### src/rtl/ppsw_pkg.sv
package ppsw_pkg;
   // Status word bit positions
   localparam int SW_TLC_BIT      = 15;
   localparam int SW_RSV14_BIT    = 14;
   localparam int SW_FOLLOW_BIT   = 13;
   localparam int SW_ACK_BIT      = 12;
   localparam int SW_LIMIT_BIT    = 11;
   localparam int SW_TREACH_BIT   = 10;
   localparam int SW_REMOTE_BIT   = 9;
   localparam int SW_RSV8_BIT     = 8;
   localparam int SW_WARN_BIT     = 7;

   // Alarm codes that release the following-error flag
   localparam logic [7:0] ALM_DEVIATION = 8'h10;
   localparam logic [7:0] ALM_OVERLOAD  = 8'h30;

   // Register byte offsets
   localparam logic [3:0] REG_STATUS_WORD = 4'h0;
   localparam logic [3:0] REG_CONTROL     = 4'h4;
   localparam logic [3:0] REG_IRQ_STATUS  = 4'h8;
   localparam logic [3:0] REG_IRQ_MASK    = 4'hc;

   // Control register fields
   localparam int CTL_NEW_SP_BIT = 0;
   localparam int CTL_HALT_BIT   = 1;

   // Interrupt event bit positions
   localparam int IRQ_NUM        = 5;
   localparam int IRQ_ACK_BIT    = 0;
   localparam int IRQ_TREACH_BIT = 1;
   localparam int IRQ_FOLLOW_BIT = 2;
   localparam int IRQ_TLC_BIT    = 3;
   localparam int IRQ_LIMIT_BIT  = 4;

   localparam logic [15:0] STATUS_RESET = 16'h0000;
   localparam logic [1:0]  CTRL_RESET   = 2'h0;

   // Motion state for target-reached tracking
   typedef enum logic [1:0] {
      MOT_IDLE     = 2'b00,
      MOT_MOVING   = 2'b01,
      MOT_SETTLING = 2'b10,
      MOT_DONE     = 2'b11
   } ppsw_motion_type;

   // Inputs from the drive's motion core
   typedef struct packed {
      logic       torque_at_limit;
      logic       deviation_over;
      logic       alarm_clear;
      logic [7:0] alarm_code;
      logic       start_ready;
      logic       move_done;
      logic       move_abort;
      logic       in_position;
      logic       cmd_speed_zero;
      logic       init_done;
      logic       warning_present;
   } ppsw_core_type;

   // Limit sources
   typedef struct packed {
      logic forward_limit_sensor;
      logic reverse_limit_sensor;
      logic forward_prohibit_input;
      logic reverse_prohibit_input;
      logic software_limit;
      logic mechanical_limit;
   } ppsw_limit_type;
endpackage

### src/rtl/ppsw_status_word.sv
`timescale 1ns/1ps
// How it works
// - Bit 15 high while torque sits at its upper limit, else low.
// - Bit 13 sets when position deviation exceeds the following-error window.
// - Bit 13 clears only when alarm 10h or 30h is cleared.
// - Accepted new-set-point start sets bit 12 acknowledge.
// - Acknowledge drops when new-set-point returns low; zero without accepted start.
// - Bit 11 high while any limit sensor, prohibit, software or mechanical limit acts.
// - Halt low: bit 10 sets after completed move once in position window.
// - Halt low: interrupted move never sets target-reached.
// - Target-reached clears when a new move starts from completed state.
// - Halt high: bit 10 low while decelerating, high at zero command speed.
// - Bit 9 remote sets once initialization completes.
// - Bit 7 follows warning presence, clearing by itself.
// - Halt control bit stops the current operation.
// - No start accepted while halted, stopped, not enabled or unexcited.
module ppsw_status_word
   import ppsw_pkg::*;
#(
   parameter int SYNC_STAGES_UNUSED = 0
) (
   // Clock and reset
   input  wire logic           clk_i,
   input  wire logic           rst_i,
   // Wishbone slave
   input  wire logic           wb_cyc_i,
   input  wire logic           wb_stb_i,
   input  wire logic           wb_we_i,
   input  wire logic [3:0]     wb_adr_i,
   input  wire logic [3:0]     wb_sel_i,
   input  wire logic [31:0]    wb_dat_i,
   output logic      [31:0]    wb_dat_o,
   output logic                wb_ack_o,
   // Motion core
   input  wire ppsw_core_type  core_i,
   input  wire ppsw_limit_type limit_pins_i,
   // Status
   output logic      [15:0]    status_word_o,
   output logic                halt_o,
   output logic                start_accept_o,
   output logic                irq_o
);
   ppsw_limit_type         limit_sync;
   logic [1:0]             ctrl_q;
   logic [IRQ_NUM-1:0]     mask_q;
   logic [IRQ_NUM-1:0]     irq_status;
   logic [IRQ_NUM-1:0]     events;
   logic                   irq_clear;
   logic                   new_sp_q;
   logic                   new_sp_rise;
   logic                   tlc_q;
   logic                   follow_q;
   logic                   ack_q;
   logic                   limit_q;
   logic                   treach_q;
   logic                   treach_d;
   logic                   remote_q;
   logic                   warn_q;
   logic                   halt_seen_q;
   ppsw_motion_type        mot_q;
   ppsw_motion_type        mot_d;
   logic                   bus_req;
   logic                   bus_wr;
   logic                   new_sp;
   logic                   halt;
   logic                   wr_ctrl;
   logic                   wr_mask;
   logic                   follow_release;
   logic                   limit_any;

   ppsw_sync #(
      .WIDTH ($bits(ppsw_limit_type))
   ) u_limit_sync (
      .clk_i   (clk_i),
      .rst_i   (rst_i),
      .async_i (limit_pins_i),
      .sync_o  (limit_sync)
   );

   assign bus_req = wb_cyc_i && wb_stb_i && !wb_ack_o;
   // Writes land at the edge on which the master sees ack
   assign bus_wr  = wb_cyc_i && wb_stb_i && wb_ack_o && wb_we_i && wb_sel_i[0];
   assign wr_ctrl = bus_wr && (wb_adr_i == REG_CONTROL);
   assign wr_mask = bus_wr && (wb_adr_i == REG_IRQ_MASK);
   assign limit_any = |limit_sync;
   assign new_sp  = ctrl_q[CTL_NEW_SP_BIT];
   assign halt    = ctrl_q[CTL_HALT_BIT];
   assign halt_o  = halt;

   // Bus answer one cycle after request
   always_ff @(posedge clk_i) begin
      if (rst_i) begin
         wb_ack_o <= 1'b0;
      end else begin
         wb_ack_o <= bus_req;
      end
   end

   always_ff @(posedge clk_i) begin
      if (rst_i) begin
         wb_dat_o <= '0;
      end else if (bus_req && !wb_we_i) begin
         case (wb_adr_i)
            REG_STATUS_WORD: wb_dat_o <= {16'h0000, status_word_o};
            REG_CONTROL:     wb_dat_o <= {30'h0, ctrl_q};
            REG_IRQ_STATUS:  wb_dat_o <= {{(32-IRQ_NUM){1'b0}}, irq_status};
            REG_IRQ_MASK:    wb_dat_o <= {{(32-IRQ_NUM){1'b0}}, mask_q};
            default:         wb_dat_o <= 32'h00000000;
         endcase
      end
   end

   always_ff @(posedge clk_i) begin
      if (rst_i) begin
         ctrl_q <= CTRL_RESET;
      end else if (wr_ctrl) begin
         ctrl_q <= wb_dat_i[1:0];
      end
   end

   always_ff @(posedge clk_i) begin
      if (rst_i) begin
         mask_q <= '0;
      end else if (wr_mask) begin
         mask_q <= wb_dat_i[IRQ_NUM-1:0];
      end
   end

   assign irq_clear = bus_req && !wb_we_i && wb_adr_i == REG_IRQ_STATUS;

   // New-set-point edge detect
   always_ff @(posedge clk_i) begin
      if (rst_i) begin
         new_sp_q <= 1'b0;
      end else begin
         new_sp_q <= new_sp;
      end
   end

   assign new_sp_rise    = new_sp && !new_sp_q;
   // Start refused while halted or core not ready
   assign start_accept_o = new_sp_rise && !halt && core_i.start_ready;

   always_ff @(posedge clk_i) begin
      if (rst_i) begin
         ack_q <= 1'b0;
      end else if (!new_sp) begin
         ack_q <= 1'b0;
      end else if (start_accept_o) begin
         ack_q <= 1'b1;
      end
   end

   always_ff @(posedge clk_i) begin
      if (rst_i) begin
         tlc_q <= 1'b0;
      end else begin
         tlc_q <= core_i.torque_at_limit;
      end
   end

   // Only the deviation and overload alarm clears release the flag
   assign follow_release = core_i.alarm_clear &&
                           (core_i.alarm_code == ALM_DEVIATION || core_i.alarm_code == ALM_OVERLOAD);

   // Sticky until a qualifying alarm is cleared; a live deviation wins
   always_ff @(posedge clk_i) begin
      if (rst_i) begin
         follow_q <= 1'b0;
      end else if (core_i.deviation_over) begin
         follow_q <= 1'b1;
      end else if (follow_release) begin
         follow_q <= 1'b0;
      end
   end

   always_ff @(posedge clk_i) begin
      if (rst_i) begin
         limit_q <= 1'b0;
      end else begin
         limit_q <= limit_any;
      end
   end

   always_ff @(posedge clk_i) begin
      if (rst_i) begin
         remote_q <= 1'b0;
      end else if (core_i.init_done) begin
         remote_q <= 1'b1;
      end
   end

   always_ff @(posedge clk_i) begin
      if (rst_i) begin
         warn_q <= 1'b0;
      end else begin
         warn_q <= core_i.warning_present;
      end
   end

   // Motion tracking for target reached with halt low
   always_comb begin
      mot_d = mot_q;
      case (mot_q)
         MOT_IDLE: begin
            if (start_accept_o) begin
               mot_d = MOT_MOVING;
            end
         end
         MOT_MOVING: begin
            if (core_i.move_abort || halt) begin
               mot_d = MOT_IDLE;
            end else if (core_i.move_done) begin
               mot_d = MOT_SETTLING;
            end
         end
         MOT_SETTLING: begin
            if (start_accept_o) begin
               mot_d = MOT_MOVING;
            end else if (core_i.move_abort || halt) begin
               mot_d = MOT_IDLE;
            end else if (core_i.in_position) begin
               mot_d = MOT_DONE;
            end
         end
         MOT_DONE: begin
            if (start_accept_o) begin
               mot_d = MOT_MOVING;
            end
         end
         default: mot_d = MOT_IDLE;
      endcase
   end

   always_ff @(posedge clk_i) begin
      if (rst_i) begin
         mot_q <= MOT_IDLE;
      end else begin
         mot_q <= mot_d;
      end
   end

   // Halt reached once commanded speed falls to zero
   always_ff @(posedge clk_i) begin
      if (rst_i) begin
         halt_seen_q <= 1'b0;
      end else if (!halt) begin
         halt_seen_q <= 1'b0;
      end else if (core_i.cmd_speed_zero) begin
         halt_seen_q <= 1'b1;
      end
   end

   always_comb begin
      if (halt) begin
         treach_d = halt_seen_q || core_i.cmd_speed_zero;
      end else begin
         treach_d = (mot_d == MOT_DONE);
      end
   end

   always_ff @(posedge clk_i) begin
      if (rst_i) begin
         treach_q <= 1'b0;
      end else begin
         treach_q <= treach_d;
      end
   end

   always_comb begin
      status_word_o                = STATUS_RESET;
      status_word_o[SW_TLC_BIT]    = tlc_q;
      status_word_o[SW_RSV14_BIT]  = 1'b0;
      status_word_o[SW_FOLLOW_BIT] = follow_q;
      status_word_o[SW_ACK_BIT]    = ack_q;
      status_word_o[SW_LIMIT_BIT]  = limit_q;
      status_word_o[SW_TREACH_BIT] = treach_q;
      status_word_o[SW_REMOTE_BIT] = remote_q;
      status_word_o[SW_RSV8_BIT]   = 1'b0;
      status_word_o[SW_WARN_BIT]   = warn_q;
   end

   // Rising edges of the ack, target-reached, following, torque and limit flags raise interrupt events
   always_comb begin
      events                 = '0;
      events[IRQ_ACK_BIT]    = start_accept_o;
      events[IRQ_TREACH_BIT] = treach_d && !treach_q;
      events[IRQ_FOLLOW_BIT] = core_i.deviation_over && !follow_q;
      events[IRQ_TLC_BIT]    = core_i.torque_at_limit && !tlc_q;
      events[IRQ_LIMIT_BIT]  = limit_any && !limit_q;
   end

   ppsw_irq #(
      .N (IRQ_NUM)
   ) u_irq (
      .clk_i    (clk_i),
      .rst_i    (rst_i),
      .event_i  (events),
      .clear_i  (irq_clear),
      .mask_i   (mask_q),
      .status_o (irq_status),
      .irq_o    (irq_o)
   );
endmodule

### src/rtl/ppsw_sync.sv
`timescale 1ns/1ps
module ppsw_sync #(
   parameter int WIDTH = 6
) (
   // Clock and reset
   input  wire logic             clk_i,
   input  wire logic             rst_i,
   // Data
   input  wire logic [WIDTH-1:0] async_i,
   output logic      [WIDTH-1:0] sync_o
);
   logic [WIDTH-1:0] meta_q;

   always_ff @(posedge clk_i) begin
      if (rst_i) begin
         meta_q <= '0;
         sync_o <= '0;
      end else begin
         meta_q <= async_i;
         sync_o <= meta_q;
      end
   end
endmodule

### src/rtl/ppsw_irq.sv
`timescale 1ns/1ps
module ppsw_irq #(
   parameter int N = 5
) (
   // Clock and reset
   input  wire logic         clk_i,
   input  wire logic         rst_i,
   // Events and control
   input  wire logic [N-1:0] event_i,
   input  wire logic         clear_i,
   input  wire logic [N-1:0] mask_i,
   // Outputs
   output logic      [N-1:0] status_o,
   output logic              irq_o
);
   // Set wins over a read-clear in the same cycle
   always_ff @(posedge clk_i) begin
      if (rst_i) begin
         status_o <= '0;
      end else if (clear_i) begin
         status_o <= event_i;
      end else begin
         status_o <= status_o | event_i;
      end
   end

   assign irq_o = |(status_o & mask_i);
endmodule

### config.mk
export PLATFORM = sky130hd
export DESIGN_NAME = ppsw_status_word
export DESIGN_NICKNAME = d
export VERILOG_FILES = /design/src/rtl/ppsw_pkg.sv /design/src/rtl/ppsw_status_word.sv /design/src/rtl/ppsw_sync.sv /design/src/rtl/ppsw_irq.sv
export SDC_FILE = /design/constraint.sdc
export NUM_CORES = 1
export LEC_CHECK = 0
export ABC_AREA = 1
export BUFFER_PORTS_ARGS = -buffer_cell sky130_fd_sc_hd__buf_2
export CORE_MARGIN = 4
export CORE_UTILIZATION = 30
export CTS_CLUSTER_DIAMETER = 100
export CTS_CLUSTER_SIZE = 16
export DETAILED_ROUTE_END_ITERATION = 8
export PLACE_DENSITY = 0.55
export SLEW_MARGIN = 0
export SYNTH_ARGS = -nofsm -noshare
export SYNTH_HDL_FRONTEND = slang
export SYNTH_SLANG_ARGS = --single-unit
export TNS_END_PERCENT = 5
### constraint.sdc
create_clock -name clk_i -period 1.7 [get_ports clk_i]
set_input_delay 0.34 -clock clk_i [delete_from_list [all_inputs] [get_ports clk_i]]
set_output_delay 0.34 -clock clk_i [all_outputs]
set_load 0.1 [all_outputs]
==> key figures <==
Global routing
  • Vias in the first global route: 1595
  • Pin count of the biggest net entering global routing: 28
  • Antenna violations before repair: 0
  • GR Util All Layers: 11.0%
  • Gr ovfl total: 0
  • First-pass GRT wire length: about 7300 um

CTS
  • CTS Hold Bufs: 0
  • Sink Count: 48
  • Maximum buffer depth of the clock tree: 2
  • Clock-pin slew on the worst setup and hold paths: 0.09 ns
  • H-Tree Depth: 2
  • CTS Buf Count: 5
  • Clock root buffer: clkbuf_8
  • CTS tree: yes
  • Clk_lat worst skew: 0.31 ns

Synth
  • Synth cell types: 26
  • Sequential fraction of the synthesis area: 45.1%
  • Post-synthesis cell area: between 2000 and 2500 um2
  • YS warnings: 0
  • Syn_area_per_cell: 7.58 um2
  • Synth Instances: 281
  • #FFs+latches synth: 48

Placed design
  • Area after DPL: between 2000 and 2500 um2
  • GP Congestion: 0.806
  • Setup Slack @ Placement: 0.201 ns
  • Hpwl dp: roughly 3700 um
  • IO Port Bufs: 60

Routing
  • Routed vias: roughly 1700
  • Routed wire length: 4630 um
  • Drt drc: 0
  • Drt via density: 3.99
  • Routed len/inst: 10.6 um
  • First DRT Iteration DRCs: 57
  • First-pass DRT Iterations: 4
  • Routed Antenna Nets: 0

Power
  • Clock share of power: about 29%
  • Reg power frac: around 50%
  • Switching Fraction: 35.8%
  • Internal power: around 1.5 mW
  • Leakage dissipation: about 1.2 nW
  • Comb pwr share: a little over a fifth
  • Worst vdd ir: between 0.0004 and 0.0005 V
  • Power Density: 936 nW/um2
  • P_sw: 0.842 mW

STA
  • Hold Vio Cnt, Final: 0
  • Worst hold slack: around 0.22 ns
  • Final Max Slew Viols: 0
  • Final WS setup: approximately 0.077 ns
  • Final Critical Period: 1.62 ns
  • Layout Skew: 0.00549 ns
  • Setup Viol. Count Final: 0
  • Fin crit share: 95.5%
  • RSZ-0062 raised after global routing: no
  • Fin Setup TNS: 0 ns
  • Fmax: 616 MHz

Floorplanning
  • Die W: 92.3 um
  • Starting Density: 31.2%
  • Core area: a little under 7000 um2
  • Rows: 30
  • Die height: ~92 um
  • Die area: 8510 um2
  • # IOs: 121

Worst hold path
  • Endpoint, Worst Hold: u_limit_sync.meta_q[0]
  • Hold depth: 3
  • Hold Crit Class: input port to flop
  • HP Start: limit_pins_i[0]

Critical path
  • CP Data Required Time: around 1.4 ns
  • Worst flop-to-flop path endpoint: u_irq.status_o[1]
  • Crit-path max FO: 3
  • R2R Setup Slk: 0.25 ns
  • RR Startpoint: mot_q[0]
  • Arrival time at the worst endpoint: 1.28 ns
  • WS Path Type: flop to output port
  • Worst Setup End Kind: output port
  • Worst R2R Path Depth: 12
  • Critical path startpoint category: flop

Cells and area
  • Area grow syn2layout: 18.0%
  • Final instance area: 2510 um2
  • Final Net Count: 409
  • # diodes: 0
  • Final core occ: 36.8%
  • Share of cells above drive strength 1: between 20 and 30%

Status
  • Status: completed

Job
  • # Max-Cap Violations: 0
-- cells by family after synthesis --
logic type               share of synthesized area (%)
AND/OR/NAND/NOR                                   22.5
buffers and inverters                             21.1
flip-flops                                        45.1
AO/OA/AOI/OAI                                     9.87
adder cells (fa/ha/maj)                           1.17
other                                            0.176
-- how the worst max path moves through the flow --
stage	startpoint	to	slack [ns]	cells after the start
6_report	mask_q[2]	irq_o	0.08	5
4_1_cts	mask_q[2]	irq_o	0.005	5
3_5_place_dp	wb_adr_i[1]	ctrl_q[0]	0.20	7
3_3_place_gp	mask_q[2]	irq_o	0.22	5
2_1_floorplan	wb_ack_o	wb_dat_o[2]	-0.11	5
5_1_grt	u_irq.status_o[2]	irq_o	0.007	5
-- stage by stage --
step / instances / power, mW
after floorplan: 309 / 1.68
after global placement: 426 / 1.68
after detailed placement: 426 / 1.69
after CTS: 435 / 2.38
after global routing: 435 / 2.46
final: 435 / 2.35
-- synth_stat cells, drive strengths merged --
| master | n | share of area (%) |
|---|---|---|
| inv | 36 | 6.3 |
| a22o | 1 | 0.41 |
| o21ai | 12 | 2.8 |
| nor4 | 1 | 0.29 |
| buf | 38 | 13 |
| a21oi | 21 | 4.9 |
| ha | 2 | 1.2 |
| nand2 | 49 | 8.9 |
| o21a | 1 | 0.35 |
| nor2 | 39 | 7.0 |
| dfxtp | 48 | 45 |
| clkbuf | 5 | 1.4 |
| conb | 1 | 0.18 |
| o211ai | 1 | 0.35 |
| nand4 | 1 | 0.29 |
| nand3 | 17 | 4.2 |
| nor3 | 5 | 1.9 |
| a221oi | 1 | 0.41 |
| o22ai | 2 | 0.59 |
-- cells in the final DEF (no fill, tap or decap), types with 2 or more instances in the layout --
master	instances
nand2_1	47
nand3_1	16
buf_4	5
clkbuf_8	5
ha_1	2
inv_1	35
a21oi_1	21
conb_1	29
o21ai_0	10
nor3_2	3
dfxtp_2	3
nand2_2	2
buf_2	58
dfxtp_1	45
nor3_1	2
clkinvlp_4	2
o22ai_1	2
nor2_1	38
buf_12	2
-- layer usage --
layer	up-vias	part of all wire [%]	global-route usage [%]
met4	0	1.8	4.46
met1	755	42	12.6
li1	921	-	-
met2	53	49	18.9
met5	-	0	0
met3	8	7.3	3.61
-- state kept, by name (all words and copies together), names as in the netlist --
register / flops
tlc_q: 1
mot_q: 2
u_limit_sync.meta_q: 6
ack_q: 1
treach_q: 1
warn_q: 1
remote_q: 1
halt_seen_q: 1
wb_ack_o: 1
follow_q: 1
u_irq.status_o: 5
ctrl_q: 2
u_limit_sync.sync_o: 6
new_sp_q: 1
limit_q: 1
mask_q: 5
wb_dat_o: 12
-- what timing repair did --
item	in CTS	in global routing
gates resized for setup	8	1
setup endpoints to repair	1	1
setup buffers	1	0
gates cloned	0	0
-- cell type report --
| class | instances | area, um2 |
|---|---|---|
| clock inverter | 3 | 23.8 |
| tap | 96 | 120 |
| sequential | 48 | 965 |
| inverter | 36 | 135 |
| fill | 770 | 4320 |
| multi-input combinational | 182 | 835 |
| timing repair buffer | 65 | 368 |
| clock buffer | 5 | 68.8 |
-- worst max-delay path, cell delays in order (launching register included) --
cell	delay (ns)
dfxtp_2	0.32
inv_2	0.06
o21ai_1	0.09
a221oi_2	0.20
o21ai_2	0.12
buf_12	0.18
-- power groups by stage --
stage,Clock [mW],Combinational (mW),Sequential [mW]
6_report,0.692,0.495,1.17
3_3_place_gp,0,0.490,1.19
2_1_floorplan,0,0.475,1.20
5_1_grt,0.768,0.524,1.17
3_5_place_dp,0,0.493,1.19
4_1_cts,0.718,0.496,1.17
No activity file was read; power rests on OpenSTA's default activity.
